### config.mk
export PLATFORM = sky130hd
export DESIGN_NAME = trend_transfer_handshake
export DESIGN_NICKNAME = d
export VERILOG_FILES = /design/src/hdl/trend_xfer_pkg.sv /design/src/hdl/trend_transfer_handshake.sv /design/src/hdl/lowest_bit_pick.sv
export VERILOG_INCLUDE_DIRS = /design/src /design/src/hdl
export SDC_FILE = /design/constraint.sdc
export NUM_CORES = 1
export LEC_CHECK = 0
export BUFFER_PORTS_ARGS = -buffer_cell sky130_fd_sc_hd__clkbuf_2
export CORE_MARGIN = 2
export CORE_UTILIZATION = 60
export CTS_CLUSTER_SIZE = 10
export DETAILED_ROUTE_END_ITERATION = 6
export PLACE_DENSITY = 0.82
export SLEW_MARGIN = 15
export SYNTH_ARGS = -nofsm -noshare
export SYNTH_HDL_FRONTEND = slang
export SYNTH_SLANG_ARGS = --single-unit
### constraint.sdc
create_clock -name clk -period 4.8 [get_ports clk]
set_input_delay 0 -clock clk [delete_from_list [all_inputs] [get_ports clk]]
set_output_delay 0 -clock clk [all_outputs]
set_load 0.05 [all_outputs]
### src/hdl/trend_xfer_params.svh
// Constants for the trend request and transfer handshake block.
// Assumes a 20 MHz clock and 16-bit shared handshake words.
`ifndef TREND_XFER_PARAMS_SVH
`define TREND_XFER_PARAMS_SVH

// ==========================================================
// Area layout
`define TRD_AREA_W      16
`define TRD_GROUP_BIT   15
`define TRD_TREND_MASK  16'h7FFF
`define TRD_GROUP_MASK  16'h8000
`define TRD_IDX_W       4

// ==========================================================
// Timing
`define TRD_CLK_KHZ     20000
`define TRD_ACQ_MS      100
`define TRD_TIMED_MS    1000

// ==========================================================
// Register byte offsets
`define TRD_OFF_CTRL    6'h00
`define TRD_OFF_SHOW    6'h04
`define TRD_OFF_TIMED   6'h08
`define TRD_OFF_WHOLE   6'h0C
`define TRD_OFF_DOUBLE  6'h10
`define TRD_OFF_ACQPER  6'h14
`define TRD_OFF_TIMPER  6'h18
`define TRD_OFF_STATUS  6'h1C
`define TRD_OFF_PEND    6'h20
`define TRD_OFF_COUNT   6'h24
`define TRD_OFF_REQAREA 6'h28

// ==========================================================
// Control fields and reset values
`define TRD_CTRL_EN     0
`define TRD_CTRL_PAGE   1
`define TRD_RST_MASK    16'h0000
`define TRD_ZERO32      32'h0000_0000
`define TRD_ONE32       32'h0000_0001

`endif

### src/hdl/trend_xfer_pkg.sv
// Types for the trend request and transfer handshake block.
// Assumes trend_xfer_params.svh is compiled first.
`include "trend_xfer_params.svh"

package trend_xfer_pkg;

  // ==========================================================
  // Sequencer states
  typedef enum logic [3:0] {
    ST_IDLE  = 4'b0001,
    ST_SCAN  = 4'b0010,
    ST_FETCH = 4'b0100,
    ST_CLEAR = 4'b1000
  } state_t;

  // ==========================================================
  // Whole state of the top module
  typedef struct packed {
    state_t                  st;
    logic [31:0]             acqCnt;
    logic [31:0]             timCnt;
    logic [31:0]             acqPer;
    logic [31:0]             timPer;
    logic [`TRD_AREA_W-1:0]  showMask;
    logic [`TRD_AREA_W-1:0]  timedMask;
    logic [`TRD_AREA_W-1:0]  wholeMask;
    logic [`TRD_AREA_W-1:0]  doubleMask;
    logic [`TRD_AREA_W-1:0]  reqArea;
    logic [`TRD_AREA_W-1:0]  pendT;
    logic [`TRD_AREA_W-1:0]  pend1;
    logic [`TRD_AREA_W-1:0]  pend2;
    logic [`TRD_AREA_W-1:0]  clrMask;
    logic                    enable;
    logic                    page;
    logic                    acqDue;
    logic [1:0]              area;
    logic [`TRD_IDX_W-1:0]   trend;
    logic                    whole;
    logic                    fetchV;
    logic                    clrV;
    logic                    ack;
    logic [31:0]             rdata;
    logic [31:0]             fetchCount;
  } trd_state_t;

endpackage

### src/hdl/trend_transfer_handshake.sv
// Panel-side trend request and transfer handshake engine.
// Assumes an Avalon-MM master for registers and a controller-side
// agent that serves fetch and clear requests on the shared areas.
`timescale 1ns/100ps
`include "trend_xfer_params.svh"

module trend_transfer_handshake #(
  parameter int ACQ_CYCLES = `TRD_ACQ_MS * `TRD_CLK_KHZ,
  parameter int TIM_CYCLES = `TRD_TIMED_MS * `TRD_CLK_KHZ
) (
  // Clock and reset
  input  wire logic                    clk,
  input  wire logic                    srst,
  // Avalon-MM slave
  input  wire logic [5:0]              avsAddress,
  input  wire logic                    avsRead,
  input  wire logic                    avsWrite,
  input  wire logic [31:0]             avsWritedata,
  output logic [31:0]                  avsReaddata,
  output logic                         avsWaitrequest,
  // Shared areas as seen from the controller
  output logic [`TRD_AREA_W-1:0]       reqAreaOut,
  input  wire logic [`TRD_AREA_W-1:0]  xfer1In,
  input  wire logic [`TRD_AREA_W-1:0]  xfer2In,
  // Trend fetch request
  output logic                         fetchValid,
  input  wire logic                    fetchReady,
  output logic [`TRD_IDX_W-1:0]        fetchTrend,
  output logic                         fetchWhole,
  output logic                         fetchBuffer2,
  output logic                         fetchTimed,
  // Transfer area clear request
  output logic                         clrValid,
  input  wire logic                    clrReady,
  output logic                         clrArea2,
  output logic [`TRD_AREA_W-1:0]       clrMask
);

  trend_xfer_pkg::trd_state_t q;
  trend_xfer_pkg::trd_state_t d;

  logic [`TRD_AREA_W-1:0] scanVec;
  logic                   scanAny;
  logic [`TRD_IDX_W-1:0]  scanIdx;
  logic                   acqTick;
  logic                   timTick;
  logic                   busReq;

  // ==========================================================
  // Register read decode
  function automatic logic [31:0] readMux(
    input trend_xfer_pkg::trd_state_t s,
    input logic [5:0]                 a
  );
    case (a)
      `TRD_OFF_CTRL:    readMux = {30'h0000_0000, s.page, s.enable};
      `TRD_OFF_SHOW:    readMux = {16'h0000, s.showMask};
      `TRD_OFF_TIMED:   readMux = {16'h0000, s.timedMask};
      `TRD_OFF_WHOLE:   readMux = {16'h0000, s.wholeMask};
      `TRD_OFF_DOUBLE:  readMux = {16'h0000, s.doubleMask};
      `TRD_OFF_ACQPER:  readMux = s.acqPer;
      `TRD_OFF_TIMPER:  readMux = s.timPer;
      `TRD_OFF_STATUS:  readMux = {22'h00_0000, s.area, s.trend, s.st};
      `TRD_OFF_PEND:    readMux = {s.pend2, s.pend1};
      `TRD_OFF_COUNT:   readMux = s.fetchCount;
      `TRD_OFF_REQAREA: readMux = {16'h0000, s.reqArea};
      default:          readMux = `TRD_ZERO32;
    endcase
  endfunction

  // ==========================================================
  // Trend picker over the area being served
  always_comb
  begin
    case (q.area)
      2'd0:    scanVec = q.pendT & `TRD_TREND_MASK;
      2'd1:    scanVec = q.pend1 & `TRD_TREND_MASK;
      default: scanVec = q.pend2 & `TRD_TREND_MASK;
    endcase
  end

  lowest_bit_pick #(
    .W  (`TRD_AREA_W),
    .IW (`TRD_IDX_W)
  ) picker (
    .vec (scanVec),
    .any (scanAny),
    .idx (scanIdx)
  );

  assign busReq  = avsRead | avsWrite;
  assign acqTick = q.enable && (q.acqCnt + `TRD_ONE32 >= q.acqPer);
  assign timTick = q.enable && (q.timCnt + `TRD_ONE32 >= q.timPer);

  // ==========================================================
  // Next state
  always_comb
  begin
    d = q;
    d.ack = busReq & ~q.ack;
    if (busReq && !q.ack)
      d.rdata = readMux(q, avsAddress);
    if (avsWrite && q.ack)
    begin
      case (avsAddress)
        `TRD_OFF_CTRL:
        begin
          d.enable = avsWritedata[`TRD_CTRL_EN];
          d.page   = avsWritedata[`TRD_CTRL_PAGE];
        end
        `TRD_OFF_SHOW:   d.showMask   = avsWritedata[15:0];
        `TRD_OFF_TIMED:  d.timedMask  = avsWritedata[15:0];
        `TRD_OFF_WHOLE:  d.wholeMask  = avsWritedata[15:0];
        `TRD_OFF_DOUBLE: d.doubleMask = avsWritedata[15:0];
        `TRD_OFF_ACQPER: d.acqPer     = avsWritedata;
        `TRD_OFF_TIMPER: d.timPer     = avsWritedata;
        default:         d.enable     = q.enable;
      endcase
    end

    // Request area follows the page shown
    d.reqArea = q.page ? (q.showMask & `TRD_TREND_MASK)
                       : `TRD_RST_MASK;

    // Timers
    d.acqCnt = acqTick || !q.enable ? `TRD_ZERO32 : q.acqCnt + `TRD_ONE32;
    d.timCnt = timTick || !q.enable ? `TRD_ZERO32 : q.timCnt + `TRD_ONE32;

    // Sequencer
    case (q.st)
      trend_xfer_pkg::ST_IDLE:
      begin
        if (q.pendT != `TRD_RST_MASK)
        begin
          d.area = 2'd0;
          d.st   = trend_xfer_pkg::ST_SCAN;
        end
        else if (q.pend1 != `TRD_RST_MASK)
        begin
          d.area = 2'd1;
          d.st   = trend_xfer_pkg::ST_SCAN;
        end
        else if (q.pend2 != `TRD_RST_MASK)
        begin
          d.area = 2'd2;
          d.st   = trend_xfer_pkg::ST_SCAN;
        end
        else if (q.acqDue)
        begin
          d.acqDue = 1'b0;
          // Only a set group bit counts as a trigger
          if (xfer1In[`TRD_GROUP_BIT])
            d.pend1 = xfer1In;
          if (xfer2In[`TRD_GROUP_BIT])
            d.pend2 = xfer2In & (q.doubleMask | `TRD_GROUP_MASK);
        end
      end
      trend_xfer_pkg::ST_SCAN:
      begin
        if (scanAny)
        begin
          d.trend  = scanIdx;
          d.whole  = (q.area != 2'd0) && q.wholeMask[scanIdx];
          d.fetchV = 1'b1;
          d.st     = trend_xfer_pkg::ST_FETCH;
        end
        else if (q.area == 2'd0)
        begin
          d.pendT = `TRD_RST_MASK;
          d.st    = trend_xfer_pkg::ST_IDLE;
        end
        else
        begin
          d.clrMask = q.clrMask | `TRD_GROUP_MASK;
          d.clrV    = 1'b1;
          d.st      = trend_xfer_pkg::ST_CLEAR;
        end
      end
      trend_xfer_pkg::ST_FETCH:
      begin
        if (fetchReady)
        begin
          d.fetchV     = 1'b0;
          d.fetchCount = q.fetchCount + `TRD_ONE32;
          d.st         = trend_xfer_pkg::ST_SCAN;
          case (q.area)
            2'd0: d.pendT[q.trend] = 1'b0;
            2'd1:
            begin
              d.pend1[q.trend]   = 1'b0;
              d.clrMask[q.trend] = 1'b1;
            end
            default:
            begin
              d.pend2[q.trend]   = 1'b0;
              d.clrMask[q.trend] = 1'b1;
            end
          endcase
        end
      end
      trend_xfer_pkg::ST_CLEAR:
      begin
        if (clrReady)
        begin
          d.clrV    = 1'b0;
          d.clrMask = `TRD_RST_MASK;
          if (q.area == 2'd1)
            d.pend1 = `TRD_RST_MASK;
          else
            d.pend2 = `TRD_RST_MASK;
          d.st = trend_xfer_pkg::ST_IDLE;
        end
      end
      default:
      begin
        d.st     = trend_xfer_pkg::ST_IDLE;
        d.fetchV = 1'b0;
        d.clrV   = 1'b0;
      end
    endcase

    // Ticks set after the sequencer so a tick is never lost
    if (acqTick)
      d.acqDue = 1'b1;
    if (timTick)
      d.pendT = d.pendT | (q.timedMask & `TRD_TREND_MASK);
  end

  // ==========================================================
  // State register
  always_ff @(posedge clk)
  begin
    if (srst)
    begin
      q            <= '0;
      q.st         <= trend_xfer_pkg::ST_IDLE;
      q.acqPer     <= 32'(ACQ_CYCLES);
      q.timPer     <= 32'(TIM_CYCLES);
    end
    else
      q <= d;
  end

  // ==========================================================
  // Outputs
  assign avsWaitrequest = busReq & ~q.ack;
  assign avsReaddata    = q.rdata;
  assign reqAreaOut     = q.reqArea;
  assign fetchValid     = q.fetchV;
  assign fetchTrend     = q.trend;
  assign fetchWhole     = q.whole;
  assign fetchBuffer2   = (q.area == 2'd2);
  assign fetchTimed     = (q.area == 2'd0);
  assign clrValid       = q.clrV;
  assign clrArea2       = (q.area == 2'd2);
  assign clrMask        = q.clrMask;

endmodule // trend_transfer_handshake

### src/hdl/lowest_bit_pick.sv
// Priority picker: index of the lowest set bit of a vector.
// Pure combinational; no clock or reset needed.
`timescale 1ns/100ps

module lowest_bit_pick #(
  parameter int W  = 16,
  parameter int IW = 4
) (
  // Candidate vector
  input  wire logic [W-1:0]  vec,
  // Result
  output logic               any,
  output logic [IW-1:0]      idx
);

  always_comb
  begin
    any = 1'b0;
    idx = '0;
    for (int i = W - 1; i >= 0; i--)
    begin
      if (vec[i])
      begin
        any = 1'b1;
        idx = IW'(i);
      end
    end
  end

endmodule // lowest_bit_pick

==> flow_metrics.env <==
export IMPL_status="finished clean"
export IMPL_crit_required_ns=5.27
export IMPL_antenna_found_initial=1
export IMPL_worstPathMaxFanout=24
export IMPL_numClockSinks=352
export IMPL_synth_edff_count=0
export IMPL_hpwlAfterDp_mm=42.2
export IMPL_wl_per_cell_um=21.9
export IMPL_setup_viol=0
export IMPL_tightestPinTransition_ns=1.21
export IMPL_clockRootBuffer="clkbuf_16"
export IMPL_vias=17024
export IMPL_p_leak_uw=0.00769
export IMPL_slew_viol_final=0
export IMPL_drive_gt1_share_pct=11.1
export IMPL_yosys_warnings=0
export IMPL_skew_ns=0.0249
export IMPL_drv_cap=0
export IMPL_grt_overflow=0
export IMPL_use_met1_pct=47.8
export IMPL_vdd_drop_max_mv=0.371
export IMPL_syn_to_final_growth_pct=12.6
export IMPL_worst_hold_path_type="primary input to register"
export IMPL_antenna_left=0
export IMPL_min_period_over_period_pct=87.6
export IMPL_final_cell_mix="nand2_1 (363), dfxtp_1 (352), a21oi_1 (209)"
export IMPL_firstDrtPassIters=6
export IMPL_slew_headroom_pct=19.0
export IMPL_p_per_area_nw_per_um2=355
export IMPL_ioPinCount=151
export IMPL_rsz0062_at_grt="no"
export IMPL_start_kind="register"
export IMPL_cts_setup_buffers=0
export IMPL_final_common_cell="nand2_1"
export IMPL_core_area_um2=28900
export IMPL_syn_avg_cell_area_um2=8.06
export IMPL_fin_tns_setup_ns=0
export IMPL_met3_usage_pct=6.54
export IMPL_grt_max_degree=109
export IMPL_whs_ns=0.0991
export IMPL_critPathKind="register to register"
export IMPL_synth_area_um2=17700
export IMPL_finalHoldViolations=0
export IMPL_htree_num_levels=2
export IMPL_grt_busiest_layer="met2"
export IMPL_insertion_delay_ns=0.55
export IMPL_drt_iter0_markers=2215
export IMPL_clockBufferDepth=3
export IMPL_start_util_pct=61.3
export IMPL_cts_clk_slew_worst_paths_ns=0.05
export IMPL_place_congestion=1.02
export IMPL_utilization_pct=69.1
export IMPL_route_detailed_drc=0
export IMPL_cts_tree="built"
export IMPL_ys_ff_latch=352
export IMPL_arrival_ns=4.67
export IMPL_dieArea_um2=30900
export IMPL_ctsResizeCount=0
export IMPL_synth_cells=2195
export IMPL_yosysSeqAreaShare_pct=39.8
export IMPL_die_y_um=176
export IMPL_critPathCaptureType="register"
export IMPL_fmax_mhz=238
export IMPL_die_w_um=176
export IMPL_fin_nets=2435
export IMPL_syn_nets=2338
export IMPL_hold_buffers=70
export IMPL_vias_per_cell=6.35
export IMPL_track_usage_pct=37.1
export IMPL_grt_pass1_wl_mm=89.7
export IMPL_synth_distinct_cells=79
export IMPL_numPortBuffers=149
export IMPL_num_antenna_cells=0
export IMPL_wirelength_mm=58.8
export IMPL_grtUsageMet2_pct=57.5
export IMPL_grt_pass1_vias=15983
export IMPL_fp_row_count=62
export IMPL_cts_buffers=41
export IMPL_synth_flop_cell="dfxtp_1"
export IMPL_period_minus_slack_ns=4.20
export IMPL_async_flop_share_pct=0
-- layer usage --
layer / part of all wire (%) / wire (um)
met1: 38 / 22600
met2: 44 / 25900
met3: 10 / 6060
met4: 7.3 / 4290
met5: 0 / 0
-- path summary, 6_finish.rpt --
kind	start	endpoint	slack, ns	depth (start not counted)
setup / recovery	q[319]	q[333]	0.60	15
hold / removal	avsWrite	q[75]	0.1	4
hold reg to reg	clrValid	clrValid	0.46	2
setup reg to reg	q[319]	q[333]	0.60	15
-- synth_stat cells, types with 42 or more instances --
library cell	instances	share of area, %
o21ai_0	68	1.9
ha_1	67	4.7
nor2b_1	72	2.5
dfxtp_1	352	40
nor2_1	198	4.2
nor3_1	43	1.2
xnor2_1	42	2.1
a21oi_1	209	5.9
clkbuf_1	105	2.2
nand3_1	54	1.5
inv_1	81	1.7
buf_4	70	3.0
xor2_1	45	2.2
nand2_1	363	7.7
-- logic make-up after synthesis --
kind of cell | count (synthesis) | synth area share (%)
compound gates | 498 | 18.3
xor+xnor | 87 | 4.30
fa+ha+maj | 67 | 4.74
buf+inv | 276 | 7.57
flops | 352 | 39.8
mux | 45 | 2.60
other cells | 1 | 0.0212
simple gates | 869 | 22.7
-- worst max-delay path, cell delays in order (launching register included) --
cell,delay [ns]
dfxtp_1,0.41
and4_1,0.24
nor2b_1,0.26
nand2_1,0.15
nor2_1,0.34
nand2_1,0.09
nor2_1,0.19
nand3_1,0.12
xnor2_1,0.19
ha_1,0.28
a21o_1,0.17
a21o_1,0.17
a2111oi_0,0.55
o211ai_1,0.44
buf_4,0.36
nor2b_1,0.16
-- power by group --
part / leakage (uW) / internal, uW / switching, uW / total [uW]
Combinational: 0.00432 / 405 / 795 / 1200
Sequential: 0.00284 / 3000 / 164 / 3160
Clock: 0.000529 / 1540 / 1170 / 2710
-- area by class of cell --
type	instances	area, um2
Multi-Input combinational cell	1567	9350
Clock inverter	2	17.5
Sequential cell	352	7050
Inverter	82	308
Timing Repair Buffer	248	1670
Fill cell	2329	8920
Tap cell	384	480
Clock buffer	48	1060
-- flip-flops by register name, indices dropped and copies added (netlist names) --
register and cells:
avsReaddata 32, fetchWhole 1, fetchValid 1, q 282, clrMask 16, reqAreaOut 15
clrValid 1, fetchTrend 4
-- per-stage QoR --
stage	total power, uW	setup WS (ns)	cell area (um2)	cells
detailed placement	4300	0.702	18100	2563
floorplan	3960	1.32	17700	2195
global route	7270	0.227	19900	2683
global placement	4290	0.888	18100	2563
finish	7070	0.597	19900	2683
CTS	7010	0.620	19900	2683
Note: power is estimated with default switching activity, not from simulation.
